==> src/core/sslcp_cfg.svh <==
`ifndef SSLCP_CFG_SVH
`define SSLCP_CFG_SVH

// register byte offsets on the bus
`define SSLCP_OFS_CMD 8'h00
`define SSLCP_OFS_DATA 8'h04

// command word field positions
`define SSLCP_BIT_IGNORE 31
`define SSLCP_BIT_WRITE 15
`define SSLCP_BIT_ROM 14
`define SSLCP_BIT_REQ 13
`define SSLCP_BIT_XCHG 12
`define SSLCP_BIT_SS 11

// start/stop type patterns on bits 11..8
`define SSLCP_SS_STOP 4'h8
`define SSLCP_SS_START 4'h9
`define SSLCP_SS_SETUP 4'hF
`define SSLCP_GLOBAL_HALT 16'h0800
`define SSLCP_CMD_IDLE 16'h0000

// local parameter table; type, revision and core codes are arbitrary values
`define SSLCP_PAR_TYPE 8'h5A
`define SSLCP_PAR_WIDTH 8'h08
`define SSLCP_PAR_MAJOR 8'h01
`define SSLCP_PAR_MINOR 8'h00
`define SSLCP_PAR_GPIN 8'h00
`define SSLCP_PAR_GPOUT 8'h00
`define SSLCP_PAR_CORE 8'hA5
`define SSLCP_PAR_CHANS 8'h08
`define SSLCP_PAR_SCRATCH 4'h8

// internal processing time of one command
`define SSLCP_CLK_NS 10
`define SSLCP_PROC_NS 50
`define SSLCP_PROC_CYC ((`SSLCP_PROC_NS + `SSLCP_CLK_NS - 1) / `SSLCP_CLK_NS)

// bus answers
`define SSLCP_RESP_OKAY 2'h0
`define SSLCP_RESP_SLVERR 2'h2

`endif

==> src/core/sslcp_pkg.sv <==
package sslcp_pkg;

    // register write request from the bus slave
    typedef struct packed {
        logic en;
        logic [7:0] addr;
        logic [31:0] data;
        logic [3:0] strb;
    } sslcp_regwr_t;

    // one-cycle channel operation issued by the command decoder
    typedef struct packed {
        logic halt;
        logic stop;
        logic start;
        logic setup;
        logic xchg;
        logic [7:0] mask;
    } sslcp_chop_t;

    typedef enum logic {SSLCP_IDLE, SSLCP_BUSY} sslcp_st_t;

    typedef struct packed {
        logic awHeld;
        logic wHeld;
        logic [7:0] addr;
        logic [31:0] wdata;
        logic [3:0] strb;
        logic bvalid;
        logic [1:0] bresp;
        logic rvalid;
        logic [31:0] rdata;
        logic [1:0] rresp;
    } sslcp_axil_t;

    typedef struct packed {
        logic [7:0] running;
        logic [7:0] setup;
        logic [7:0] faultHist;
        logic [7:0] failMask;
    } sslcp_track_t;

    typedef struct packed {
        sslcp_st_t st;
        logic [15:0] cmd;
        logic [7:0] data;
        logic [3:0] cnt;
        logic romEn;
        logic cpuRst;
        logic linkRst;
        logic xchg;
        logic [7:0] xchgMask;
        sslcp_chop_t op;
        logic [7:0] presA;
        logic [7:0] presB;
        logic [7:0] faultA;
        logic [7:0] faultB;
        logic [7:0][7:0] scratch;
    } sslcp_top_t;

endpackage

==> src/core/sslcp_axil_slave.sv <==
`timescale 1ns/1ps
`include "sslcp_cfg.svh"
module sslcp_axil_slave (
    input logic clk,                          // system clock
    input logic rst,                          // synchronous reset
    input logic [7:0] s_axi_awaddr,           // write address
    input logic s_axi_awvalid,                // write address valid
    output logic s_axi_awready,               // write address ready
    input logic [31:0] s_axi_wdata,           // write data
    input logic [3:0] s_axi_wstrb,            // write byte lanes
    input logic s_axi_wvalid,                 // write data valid
    output logic s_axi_wready,                // write data ready
    output logic [1:0] s_axi_bresp,           // write response
    output logic s_axi_bvalid,                // write response valid
    input logic s_axi_bready,                 // write response ready
    input logic [7:0] s_axi_araddr,           // read address
    input logic s_axi_arvalid,                // read address valid
    output logic s_axi_arready,               // read address ready
    output logic [31:0] s_axi_rdata,          // read data
    output logic [1:0] s_axi_rresp,           // read response
    output logic s_axi_rvalid,                // read data valid
    input logic s_axi_rready,                 // read data ready
    output sslcp_pkg::sslcp_regwr_t regWr,    // register write, one cycle
    input logic wrOk,                         // write address is mapped
    input logic [31:0] rdData,                // read data for s_axi_araddr
    input logic rdOk                          // read address is mapped
);
    sslcp_pkg::sslcp_axil_t s_r;
    sslcp_pkg::sslcp_axil_t s_nxt;

    // channel readiness and register-side request
    assign s_axi_awready = !s_r.awHeld && !s_r.bvalid;
    assign s_axi_wready = !s_r.wHeld && !s_r.bvalid;
    assign s_axi_arready = !s_r.rvalid;
    assign s_axi_bvalid = s_r.bvalid;
    assign s_axi_bresp = s_r.bresp;
    assign s_axi_rvalid = s_r.rvalid;
    assign s_axi_rdata = s_r.rdata;
    assign s_axi_rresp = s_r.rresp;
    assign regWr = '{en: s_r.awHeld && s_r.wHeld, addr: s_r.addr, data: s_r.wdata, strb: s_r.strb};

    // address and data are taken in either order, the write fires once both are held
    always_comb
    begin
        s_nxt = s_r;
        if (s_axi_awvalid && s_axi_awready)
        begin
            s_nxt.awHeld = 1'b1;
            s_nxt.addr = s_axi_awaddr;
        end
        if (s_axi_wvalid && s_axi_wready)
        begin
            s_nxt.wHeld = 1'b1;
            s_nxt.wdata = s_axi_wdata;
            s_nxt.strb = s_axi_wstrb;
        end
        if (regWr.en)
        begin
            s_nxt.awHeld = 1'b0;
            s_nxt.wHeld = 1'b0;
            s_nxt.bvalid = 1'b1;
            s_nxt.bresp = wrOk ? `SSLCP_RESP_OKAY : `SSLCP_RESP_SLVERR;
        end
        if (s_r.bvalid && s_axi_bready)
            s_nxt.bvalid = 1'b0;
        if (s_axi_arvalid && s_axi_arready)
        begin
            s_nxt.rvalid = 1'b1;
            s_nxt.rdata = rdOk ? rdData : 32'h0000_0000;
            s_nxt.rresp = rdOk ? `SSLCP_RESP_OKAY : `SSLCP_RESP_SLVERR;
        end
        else if (s_r.rvalid && s_axi_rready)
            s_nxt.rvalid = 1'b0;
    end

    // state register
    always_ff @(posedge clk)
    begin
        if (rst)
            s_r <= '0;
        else
            s_r <= s_nxt;
    end
endmodule

==> src/core/sslcp_chan_track.sv <==
`timescale 1ns/1ps
module sslcp_chan_track (
    input logic clk,                          // system clock
    input logic rst,                          // synchronous reset
    input sslcp_pkg::sslcp_chop_t op,         // channel operation pulse
    input logic [7:0] present,                // synchronised remote presence
    input logic [7:0] fault,                  // synchronised remote fault
    output logic [7:0] running,               // channel is started
    output logic [7:0] setupMode,             // channel started in setup mode
    output logic [7:0] failMask               // per-channel failure of last op
);
    sslcp_pkg::sslcp_track_t s_r;
    sslcp_pkg::sslcp_track_t s_nxt;
    logic [7:0] runN;
    logic [7:0] setN;
    logic [7:0] histN;
    logic [7:0] failN;

    // per-channel reaction to the operation
    generate
        for (genvar i = 0; i < 8; i++)
        begin : g_chan
            wire sel = op.mask[i];
            wire startHit = op.start && sel;
            wire xchgHit = op.xchg && sel;
            wire xchgBad = !s_r.running[i] || fault[i];
            assign runN[i] = op.halt ? 1'b0 : (op.stop && sel) ? 1'b0 : startHit ? present[i] : s_r.running[i];
            assign setN[i] = op.halt ? 1'b0 : startHit ? op.setup : s_r.setup[i];
            assign failN[i] = (startHit && !present[i]) || (xchgHit && xchgBad);
            assign histN[i] = op.halt ? 1'b0 : (s_r.faultHist[i] || failN[i]);
        end
    endgenerate

    // a new failure mask is latched by every operation
    always_comb
    begin
        s_nxt = s_r;
        s_nxt.running = runN;
        s_nxt.setup = setN;
        s_nxt.faultHist = histN;
        if (op.halt || op.stop || op.start || op.xchg)
            s_nxt.failMask = failN;
    end

    // state register
    always_ff @(posedge clk)
    begin
        if (rst)
            s_r <= '0;
        else
            s_r <= s_nxt;
    end

    assign running = s_r.running;
    assign setupMode = s_r.setup;
    assign failMask = s_r.failMask;
endmodule

==> src/core/sslcp_top.sv <==
// Summary of operation
// - 16-bit command, low half of word
// - bit 15 flags a parameter write
// - bit 14 resets processor, enables loading
// - bit 13 requests local parameter access
// - bit 12 requests process-data exchange
// - bits 11..8: stop, start, setup start
// - low byte selects the channels
// - command starts when written
// - completion clears command register to zero
// - busy command register reads last command
// - global stop accepted anytime, resets link
// - writes with bit 31 set ignored
// - 8-bit data register, low byte
// - read: request, poll zero, read data
// - write: poll zero, data, request+write
// - stop with empty mask halts all
// - per-channel stop keeps channel variables
// - data holds per-channel failure mask
//
// Added by the designer: the register addresses and the AXI4-Lite interface to the registers.
`timescale 1ns/1ps
`include "sslcp_cfg.svh"
module sslcp_top (
    input logic clk,                          // 100 MHz system clock
    input logic rst,                          // synchronous reset, active high
    input logic [7:0] s_axi_awaddr,           // write address
    input logic s_axi_awvalid,                // write address valid
    output logic s_axi_awready,               // write address ready
    input logic [31:0] s_axi_wdata,           // write data
    input logic [3:0] s_axi_wstrb,            // write byte lanes
    input logic s_axi_wvalid,                 // write data valid
    output logic s_axi_wready,                // write data ready
    output logic [1:0] s_axi_bresp,           // write response
    output logic s_axi_bvalid,                // write response valid
    input logic s_axi_bready,                 // write response ready
    input logic [7:0] s_axi_araddr,           // read address
    input logic s_axi_arvalid,                // read address valid
    output logic s_axi_arready,               // read address ready
    output logic [31:0] s_axi_rdata,          // read data
    output logic [1:0] s_axi_rresp,           // read response
    output logic s_axi_rvalid,                // read data valid
    input logic s_axi_rready,                 // read data ready
    input logic [7:0] remotePresent,          // remote device answers, pin
    input logic [7:0] remoteFault,            // remote device fault, pin
    output logic [7:0] chanRunning,           // started channels
    output logic [7:0] chanSetup,             // channels in setup mode
    output logic xchgStrobe,                  // exchange request pulse
    output logic [7:0] xchgMask,              // channels of the exchange
    output logic linkReset,                   // link interface reset pulse
    output logic cpuReset,                    // interface processor reset pulse
    output logic romLoadEn,                   // program store load enable
    output logic cmdBusy                      // command in progress
);
    sslcp_pkg::sslcp_top_t s_r;
    sslcp_pkg::sslcp_top_t s_nxt;
    sslcp_pkg::sslcp_regwr_t regWr;
    logic wrOk;
    logic rdOk;
    logic [31:0] rdData;
    logic [7:0] failMask;
    logic cmdWr;
    logic ignoreWr;
    logic haltWr;
    logic accWr;
    logic [15:0] newCmd;
    logic [3:0] ssType;
    logic [7:0] parRead;
    logic [3:0] parAddr;
    logic parInRange;

    sslcp_axil_slave u_bus (
        .clk(clk),
        .rst(rst),
        .s_axi_awaddr(s_axi_awaddr),
        .s_axi_awvalid(s_axi_awvalid),
        .s_axi_awready(s_axi_awready),
        .s_axi_wdata(s_axi_wdata),
        .s_axi_wstrb(s_axi_wstrb),
        .s_axi_wvalid(s_axi_wvalid),
        .s_axi_wready(s_axi_wready),
        .s_axi_bresp(s_axi_bresp),
        .s_axi_bvalid(s_axi_bvalid),
        .s_axi_bready(s_axi_bready),
        .s_axi_araddr(s_axi_araddr),
        .s_axi_arvalid(s_axi_arvalid),
        .s_axi_arready(s_axi_arready),
        .s_axi_rdata(s_axi_rdata),
        .s_axi_rresp(s_axi_rresp),
        .s_axi_rvalid(s_axi_rvalid),
        .s_axi_rready(s_axi_rready),
        .regWr(regWr),
        .wrOk(wrOk),
        .rdData(rdData),
        .rdOk(rdOk)
    );

    sslcp_chan_track u_track (
        .clk(clk),
        .rst(rst),
        .op(s_r.op),
        .present(s_r.presB),
        .fault(s_r.faultB),
        .running(chanRunning),
        .setupMode(chanSetup),
        .failMask(failMask)
    );

    // register read decode, command in the low half and data in the low byte
    always_comb
    begin
        rdOk = (s_axi_araddr == `SSLCP_OFS_CMD) || (s_axi_araddr == `SSLCP_OFS_DATA);
        wrOk = (regWr.addr == `SSLCP_OFS_CMD) || (regWr.addr == `SSLCP_OFS_DATA);
        if (s_axi_araddr == `SSLCP_OFS_CMD)
            rdData = {16'h0000, s_r.cmd};
        else if (s_axi_araddr == `SSLCP_OFS_DATA)
            rdData = {24'h00_0000, s_r.data};
        else
            rdData = 32'h0000_0000;
    end

    // command write qualification
    // both low lanes must be written, and the ignore flag counts only with its lane
    assign newCmd = regWr.data[15:0];
    assign cmdWr = regWr.en && (regWr.addr == `SSLCP_OFS_CMD) && (regWr.strb[1:0] == 2'h3);
    assign ignoreWr = regWr.strb[3] && regWr.data[`SSLCP_BIT_IGNORE];
    assign haltWr = cmdWr && !ignoreWr && (newCmd == `SSLCP_GLOBAL_HALT);
    assign accWr = cmdWr && !ignoreWr && (s_r.st == sslcp_pkg::SSLCP_IDLE || haltWr);
    assign ssType = newCmd[`SSLCP_BIT_SS:`SSLCP_BIT_SS - 3];

    // local parameter lookup, low half read-only, upper half scratch
    // an address with bits above the table set reads as zero
    assign parAddr = s_r.cmd[3:0];
    assign parInRange = (s_r.cmd[12:4] == 9'h000);
    always_comb
    begin
        unique case (parAddr)
            4'h0: parRead = `SSLCP_PAR_TYPE;
            4'h1: parRead = `SSLCP_PAR_WIDTH;
            4'h2: parRead = `SSLCP_PAR_MAJOR;
            4'h3: parRead = `SSLCP_PAR_MINOR;
            4'h4: parRead = `SSLCP_PAR_GPIN;
            4'h5: parRead = `SSLCP_PAR_GPOUT;
            4'h6: parRead = `SSLCP_PAR_CORE;
            4'h7: parRead = `SSLCP_PAR_CHANS;
            default: parRead = s_r.scratch[parAddr[2:0]];
        endcase
    end

    // command sequencer
    always_comb
    begin
        s_nxt = s_r;
        s_nxt.op = '0;
        s_nxt.cpuRst = 1'b0;
        s_nxt.linkRst = 1'b0;
        s_nxt.xchg = 1'b0;
        // remote pins pass two flip-flops before the channel logic sees them
        s_nxt.presA = remotePresent;
        s_nxt.presB = s_r.presA;
        s_nxt.faultA = remoteFault;
        s_nxt.faultB = s_r.faultA;
        if (regWr.en && regWr.addr == `SSLCP_OFS_DATA && regWr.strb[0])
            s_nxt.data = regWr.data[7:0];
        // completion comes after the host data write so the result byte wins
        unique case (s_r.st)
            sslcp_pkg::SSLCP_IDLE:
            begin
                s_nxt.cnt = 4'(`SSLCP_PROC_CYC);
            end
            sslcp_pkg::SSLCP_BUSY:
            begin
                if (s_r.cnt != 4'h0)
                    s_nxt.cnt = s_r.cnt - 4'h1;
                else
                begin
                    s_nxt.st = sslcp_pkg::SSLCP_IDLE;
                    s_nxt.cmd = `SSLCP_CMD_IDLE;
                    s_nxt.romEn = 1'b0;
                    if (s_r.cmd[`SSLCP_BIT_REQ] && !s_r.cmd[`SSLCP_BIT_WRITE])
                        s_nxt.data = parInRange ? parRead : 8'h00;
                    else if (s_r.cmd[`SSLCP_BIT_REQ] && parInRange && parAddr >= `SSLCP_PAR_SCRATCH)
                        s_nxt.scratch[parAddr[2:0]] = s_r.data;
                    else if (s_r.cmd[`SSLCP_BIT_XCHG] || s_r.cmd[`SSLCP_BIT_SS])
                        s_nxt.data = failMask;
                end
            end
        endcase
        // accepted write starts at once, a global stop also aborts the current one
        if (accWr)
        begin
            s_nxt.st = sslcp_pkg::SSLCP_BUSY;
            s_nxt.cmd = newCmd;
            s_nxt.cnt = 4'(`SSLCP_PROC_CYC);
            if (newCmd[`SSLCP_BIT_ROM])
            begin
                s_nxt.cpuRst = 1'b1;
                s_nxt.romEn = 1'b1;
            end
            else if (newCmd[`SSLCP_BIT_REQ])
                s_nxt.op = '0;
            else if (newCmd[`SSLCP_BIT_SS])
            begin
                s_nxt.op.mask = newCmd[7:0];
                s_nxt.op.halt = haltWr;
                s_nxt.linkRst = haltWr;
                s_nxt.op.stop = (ssType == `SSLCP_SS_STOP) && !haltWr;
                s_nxt.op.start = (ssType == `SSLCP_SS_START) || (ssType == `SSLCP_SS_SETUP);
                s_nxt.op.setup = (ssType == `SSLCP_SS_SETUP);
            end
            else if (newCmd[`SSLCP_BIT_XCHG])
            begin
                s_nxt.op.xchg = 1'b1;
                s_nxt.op.mask = newCmd[7:0];
                s_nxt.xchg = 1'b1;
                s_nxt.xchgMask = newCmd[7:0];
            end
        end
    end

    // state register
    always_ff @(posedge clk)
    begin
        if (rst)
            s_r <= '0;
        else
            s_r <= s_nxt;
    end

    // link-side outputs
    // pulses last one clock, the load enable stands until completion
    assign xchgStrobe = s_r.xchg;
    assign xchgMask = s_r.xchgMask;
    assign linkReset = s_r.linkRst;
    assign cpuReset = s_r.cpuRst;
    assign romLoadEn = s_r.romEn;
    assign cmdBusy = (s_r.st == sslcp_pkg::SSLCP_BUSY);
endmodule

==> config.mk <==
export PLATFORM = sky130hd
export DESIGN_NAME = sslcp_top
export DESIGN_NICKNAME = d
export VERILOG_FILES = /design/src/core/sslcp_pkg.sv /design/src/core/sslcp_axil_slave.sv /design/src/core/sslcp_chan_track.sv /design/src/core/sslcp_top.sv
export VERILOG_INCLUDE_DIRS = /design/src /design/src/core
export SDC_FILE = /design/constraint.sdc
export NUM_CORES = 1
export LEC_CHECK = 0
export ABC_AREA = 1
export BUFFER_PORTS_ARGS = -buffer_cell sky130_fd_sc_hd__buf_2
export CAP_MARGIN = 20
export CORE_MARGIN = 8
export CORE_UTILIZATION = 57
export DETAILED_ROUTE_END_ITERATION = 12
export GPL_TIMING_DRIVEN = 0
export PLACE_DENSITY = 0.8
export SYNTH_ARGS = -nofsm -noshare
export SYNTH_HDL_FRONTEND = slang
export SYNTH_SLANG_ARGS = --single-unit
==> constraint.sdc <==
create_clock -name clk -period 2.18 [get_ports clk]
set_input_delay 0.436 -clock clk [delete_from_list [all_inputs] [get_ports clk]]
set_output_delay 0.436 -clock clk [all_outputs]
set_load 0.01 [all_outputs]
==> results of run 1 <==
## metal layers
metal	routed length, um	track usage (%)	vias up	part of all wire [%]
met1	11700	31.0	4190	43
met5	0	0	-	0
met3	1880	4.10	68	6.9
met4	904	10.2	0	3.3
li1	-	-	4662	-
met2	12600	40.3	382	46
## state kept, by name (all words and copies together) (netlist names)
register,flops
u_track.setupMode,8
u_bus.s_axi_rdata,16
u_bus.s_axi_bvalid,1
u_track.running,8
parAddr,4
s_r,116
romLoadEn,1
xchgStrobe,1
u_bus.s_r,2
u_track.failMask,8
u_bus.s_axi_rresp,1
cpuReset,1
u_bus.s_axi_bresp,1
xchgMask,8
s_nxt,16
u_bus.s_axi_rvalid,1
u_bus.regWr,28
cmdBusy,1
## final cells by class
class,instances,area (sq um)
plain buffers,110,656
clock buffers,32,671
well taps,225,282
flip-flops and latches,222,4440
clock inverters,12,221
multi-input cells,930,4160
repair buffers,110,551
inverters,190,713
fillers,1486,5420
## what timing repair did
| item | 4_1_cts | 5_1_grt |
|---|---|---|
| resized for setup | 0 | 3 |
| hold endpoints to repair | 0 | 0 |
| endpoints found under the setup margin | 0 | 59 |
## worst register-to-register path, delay by kind of cell (launching register included)
family / cells / cell delay, ps
adder cells (fa/ha/maj): 1 / 200
buffers and inverters: 3 / 460
flip-flops: 1 / 300
AND/OR/NAND/NOR: 8 / 910
## stage by stage
step / instance area [sq um] / hold WS [ps] / instances / utilization [%] / setup slack (ps)
floorplan: 9950 / 388 / 1452 / - / 466
global placement: 10800 / 393 / 1787 / 63.0 / -58.6
detailed placement: 10800 / 397 / 1787 / 63.0 / -90.2
CTS: 11700 / 75.8 / 1831 / 68.2 / 50.9
global route: 11700 / 112 / 1831 / 68.3 / 24.5
finish: 11700 / 82.0 / 1831 / 68.3 / 173
## kinds of logic after synthesis
kind of cell,count (synthesis),synth area share [%]
AND/OR/NAND/NOR,756,32.0
buffers and inverters,300,13.8
other,1,0.0379
XOR/XNOR,3,0.266
adder cells (fa/ha/maj),1,0.126
flip-flops,222,44.9
AO/OA/AOI/OAI,152,8.79
## power by group through the flow
| stage | clock [W] | sequential (W) | combinational (W) |
|---|---|---|---|
| floorplan | 0 | 0.00429 | 0.000350 |
| global placement | 0 | 0.00431 | 0.000532 |
| detailed placement | 0 | 0.00431 | 0.000538 |
| CTS | 0.00456 | 0.00422 | 0.000542 |
| global route | 0.00473 | 0.00423 | 0.000609 |
| finish | 0.00454 | 0.00422 | 0.000549 |
## final timing paths
| kind | start | to | slack [ps] | cells after the start |
|---|---|---|---|---|
| max | s_r[121]$_SDFFE_PP0P_ | s_r[48]$_SDFFE_PP0P_ | 170 | 12 |
| min | s_axi_bready | u_bus.s_axi_bvalid$_SDFFE_PP0P_ | 80 | 2 |
| max reg2reg | s_r[121]$_SDFFE_PP0P_ | s_r[48]$_SDFFE_PP0P_ | 170 | 12 |
| min reg2reg | s_nxt[68]$_SDFF_PP0_ | s_r[68]$_SDFF_PP0_ | 400 | 2 |
## synthesized netlist by cell type, types with 4 or more instances
cell type	number
a211oi_1	5
a21oi_1	43
a221oi_1	7
a31oi_1	7
buf_1	15
buf_2	5
buf_4	45
buf_6	9
clkbuf_1	36
dfxtp_1	222
inv_1	186
nand2_1	315
nand2_2	5
nand3_1	80
nand3_4	6
nand4_1	10
nor2_1	315
nor2_2	4
nor3_2	7
o211ai_1	17
o21ai_0	57
o21ai_1	12
or2_2	5
==> results.yml, run 1 <==
grt:
  grt_util_all_layers_pct: 24.4
  antenna_found_initial: 0
  grt_first_pass_wirelength_um: 43400
  grt_max_degree: 14
  overflow: 0
  grt_pass1_vias: 8787
route:
  via_count: 9302
  routed_via_density: 5.08
  drt_pass1_iterations: 8
  detail-route-antenna-nets: 0
  drtIter0Drc: 645
  drt-total-wl_um: 27100
  drc: 0
  post_drt_wl_per_cell_um: 14.8
clock_network:
  clock_sinks: 222
  cts_buffers: 24
  ctsLongestPathBuffers: 3
  ctsHoldBuffers: 0
  insertion_delay_ps: 530
  cts-root-buf: "clkbuf_16"
  clkSlewWorstSetupHoldPaths_ps: 60
  cts_setup_buffers: 0
  cts_tree: "done"
  htreeDepth: 1
placed_design:
  io_buffers: 110
  hpwl_um: 19900
  gp_congestion: 0.960
timing:
  setup_viol: 0
  post-route-period-util_pct: 92.1
  slew_violations: 0
  tns_ps: 0
  timing.fmax_mhz: 498
  finalClockSkew_ps: 23.4
  worst_pin_slew_ps: 924
  period_minus_slack_ps: 2010
  rsz0062_at_grt: "no"
  relSlewSlack_pct: 38.0
  hold_violations: 0
setup_path:
  critPathRequiredTime_ps: 2580
  critPathLaunchType: "flip-flop"
  critPathKind: "reg2reg"
  crit_path_max_incr_delay_ps: 300
  crit_chain: "inv_1 -> ha_1 -> nand2_1 -> nor2_4 -> nand2_2 -> nor2_1 -> and2_1 -> buf_6 -> nand2_2 -> buf_6 -> nor2_1 -> nor2_1"
  cp.arrival_ps: 2410
  crit_path_frequent_cell: "nor2_1"
  crit_buf_inv: 3
  cp_top_family: "simple AND/OR/NAND/NOR gates"
  critPathSlowestCell: "dfxtp_1"
  crit_path_end_kind: "flip-flop"
  critPathMaxFanout: 10
logic_synthesis:
  ys_types: 39
  synthFlopType: "dfxtp_1"
  synth-edff-count: 0
  yosys-top-cells-area: "dfxtp_1 (45%), nand2_1 (12%), nor2_1 (12%)"
  yosysWarnings: 0
  netlist_instances: 1435
  async_flop_share_pct: 0
  avgSynthCellArea_sq_um: 6.89
  synth_area_leader_cell: "dfxtp_1"
  synth_top_area_share_pct: 44.9
  ys_ff_latch: 222
  yosysSeqAreaShare_pct: 44.9
  syn_area_sq_um: 9890
power_and_ir_drop:
  power.total_w: 0.00931
  power_frac_seq_pct: 45.4
  p_leak_nw: 5.92
  peakVddDrop_mv: 0.694
  p_int_w: 0.00722
  p_clk_share_pct: 48.7
  swShare_pct: 22.4
  p_switching_w: 0.00209
  power_density_nw_per_um2: 796
  pwr-share-comb_pct: 5.9
floorplan:
  start_util_pct: 57.8
  die_area_sq_um: 21800
  dieWidth_um: 148
  fp.coreArea_sq_um: 17100
  fp-row-count: 48
  die_h_um: 148
  io_pins: 145
run:
  maxCapViolations: 0
layout:
  layout.nets: 1664
  drive_above_1_share_pct: 15.3
  final_common_cell: "nor2_1"
  antenna_cells: 0
  layout_common_cells: "nor2_1 (315), nand2_1 (314), dfxtp_1 (222)"
  area.growth.synth_to_final_pct: 18.3
worst_hold_path:
  hp-class: "in2reg"
outcome:
  status: "completed"
Note: power is estimated with default switching activity, not from simulation.
==> inputs of run 2 (changes only) <==
--- a/config.mk
+++ b/config.mk
@@ -9,11 +9,11 @@
 export ABC_AREA = 1
 export BUFFER_PORTS_ARGS = -buffer_cell sky130_fd_sc_hd__buf_2
 export CAP_MARGIN = 20
+export CORE_ASPECT_RATIO = 1.5
 export CORE_MARGIN = 8
-export CORE_UTILIZATION = 57
+export CORE_UTILIZATION = 35
 export DETAILED_ROUTE_END_ITERATION = 12
 export GPL_TIMING_DRIVEN = 0
-export PLACE_DENSITY = 0.8
 export SYNTH_ARGS = -nofsm -noshare
 export SYNTH_HDL_FRONTEND = slang
 export SYNTH_SLANG_ARGS = --single-unit
==> results.yml, run 2 (synthesized netlist as in run 1, its figures left out) <==
outcome:
  status: "completed"
grt:
  grt_max_degree: 15
  overflow: 0
  grt_util_all_layers_pct: 16.7
  grt_pass1_vias: 8822
  antenna_found_initial: 0
  grt_first_pass_wirelength_um: 46000
layout:
  largest_reg_flops: 116
  drive_above_1_share_pct: 15.1
  fin_cells: 1950
  layout_common_cells: "nand2_1 (315), nor2_1 (315), dfxtp_1 (222)"
  antenna_cells: 0
  layout.nets: 1664
  area.growth.synth_to_final_pct: 18.5
  top_register: "s_r"
floorplan:
  die_area_sq_um: 34000
  start_util_pct: 35.5
  dieWidth_um: 153
  io_pins: 145
  fp-row-count: 75
  die_h_um: 222
  fp.coreArea_sq_um: 27900
setup_path:
  critPathRequiredTime_ps: 2590
  crit_chain: "nand2_2 -> nor2_4 -> inv_2 -> nor2_2 -> nand2_1 -> a21oi_4 -> nand2_2 -> inv_1 -> nand2_1 -> nor2_1"
  critPathLaunchType: "flip-flop"
  critPathSlowestCell: "dfxtp_1"
  regToRegStartpoint: "u_bus.s_r[82]$_SDFFE_PP0P_"
  critPathKind: "reg2reg"
  cp-startpoint: "u_bus.s_r[82]$_SDFFE_PP0P_"
  crit_path_max_incr_delay_ps: 390
  critPathMaxFanout: 10
  timing.rr.end: "s_r[103]$_SDFF_PP0_"
  cp.arrival_ps: 2440
  reg2reg_depth: 10
  crit_path_end_kind: "flip-flop"
  r2r_slack_ps: 150
route:
  post_drt_wl_per_cell_um: 14.7
  detail-route-antenna-nets: 0
  routed_via_density: 4.57
  drt_pass1_iterations: 6
  via_count: 8916
  drt-total-wl_um: 28700
  drtIter0Drc: 461
  drc: 0
clock_network:
  ctsLongestPathBuffers: 3
  clkSlewWorstSetupHoldPaths_ps: 60
  htreeDepth: 1
  cts.repair.resized: 0
  cts_setup_buffers: 0
  clock_sinks: 222
  cts-root-buf: "clkbuf_16"
  insertion_delay_ps: 520
  ctsHoldBuffers: 0
  cts_tree: "done"
  cts_buffers: 22
timing:
  timing.fmax_mhz: 494
  rsz0062_at_grt: "yes"
  finalClockSkew_ps: 12.8
  setup_viol: 0
  slew_violations: 0
  period_minus_slack_ps: 2030
  worst_pin_slew_ps: 895
  relSlewSlack_pct: 39.9
  post-route-period-util_pct: 92.9
  hold_violations: 0
  tns_ps: 0
placed_design:
  io_buffers: 110
  hpwl_um: 22200
  gp_congestion: 0.880
  place_inst: 1909
worst_hold_path:
  worstHoldPathCells: 2
  hp-class: "in2reg"
  worstHoldStart: "s_axi_bready"
  whs_endpoint: "u_bus.s_axi_bvalid$_SDFFE_PP0P_"
run:
  maxCapViolations: 0
power_and_ir_drop:
  peakVddDrop_mv: 0.588
  power_density_nw_per_um2: 746
  p_leak_nw: 5.86
-- run 2: critical path, delay by kind of cell, from the launching register on --
kind	cells	cell delay (ps)
and+or+nand+nor	7	1040
buffers and inverters	2	220
DFF	1	390
AOI/OAI and AO/OA	1	260
-- run 2: area by class of cell --
type,count,area [sq um]
Multi-Input combinational cell,930,4150
Sequential cell,222,4440
Timing Repair Buffer,112,561
Fill cell,2890,16200
Buffer,110,659
Inverter,190,713
Clock buffer,32,659
Tap cell,346,433
Clock inverter,8,95.1
-- run 2: stage by stage --
step,worst slack (ps),area (sq um),hold WS [ps],util (%),total power (W)
floorplan,466,9950,388,-,0.00464
global placement,69.3,10900,390,39.2,0.00485
detailed placement,42.4,10900,392,39.3,0.00486
CTS,126,11700,92.0,42.0,0.00883
global route,-14.8,11700,97.4,42.0,0.00905
finish,155,11700,108,42.0,0.00874
-- run 2: power breakdown --
part | total, W | leakage [nW] | internal (W) | switching [W]
Sequential | 0.00422 | 1.80 | 0.00416 | 0.0000594
Combinational | 0.000551 | 3.69 | 0.000188 | 0.000364
Clock | 0.00397 | 0.368 | 0.00234 | 0.00163
-- run 2: how the worst max path moves through the flow --
stage                                       to  slack [ps]  cells after the start
4_1_cts                  s_r[138]$_SDFFE_PP0P_         130                     10
6_report                   s_r[103]$_SDFF_PP0_         150                     10
3_3_place_gp          xchgMask[7]$_SDFFE_PP0P_          70                      6
3_5_place_dp   u_track.running[4]$_SDFFE_PP0P_          40                      6
2_1_floorplan              s_r[0]$_SDFFE_PP0P_         470                     12
5_1_grt                  s_r[144]$_SDFFE_PP0P_         -10                     10
-- run 2: layer usage --
layer / routed length, um / share of wire (%) / global-route usage, %
met1: 10800 / 38 / 16.3
met2: 15700 / 55 / 33.5
met3: 1040 / 3.6 / 2.24
met4: 1160 / 4.0 / 8.17
met5: 0 / 0 / 0
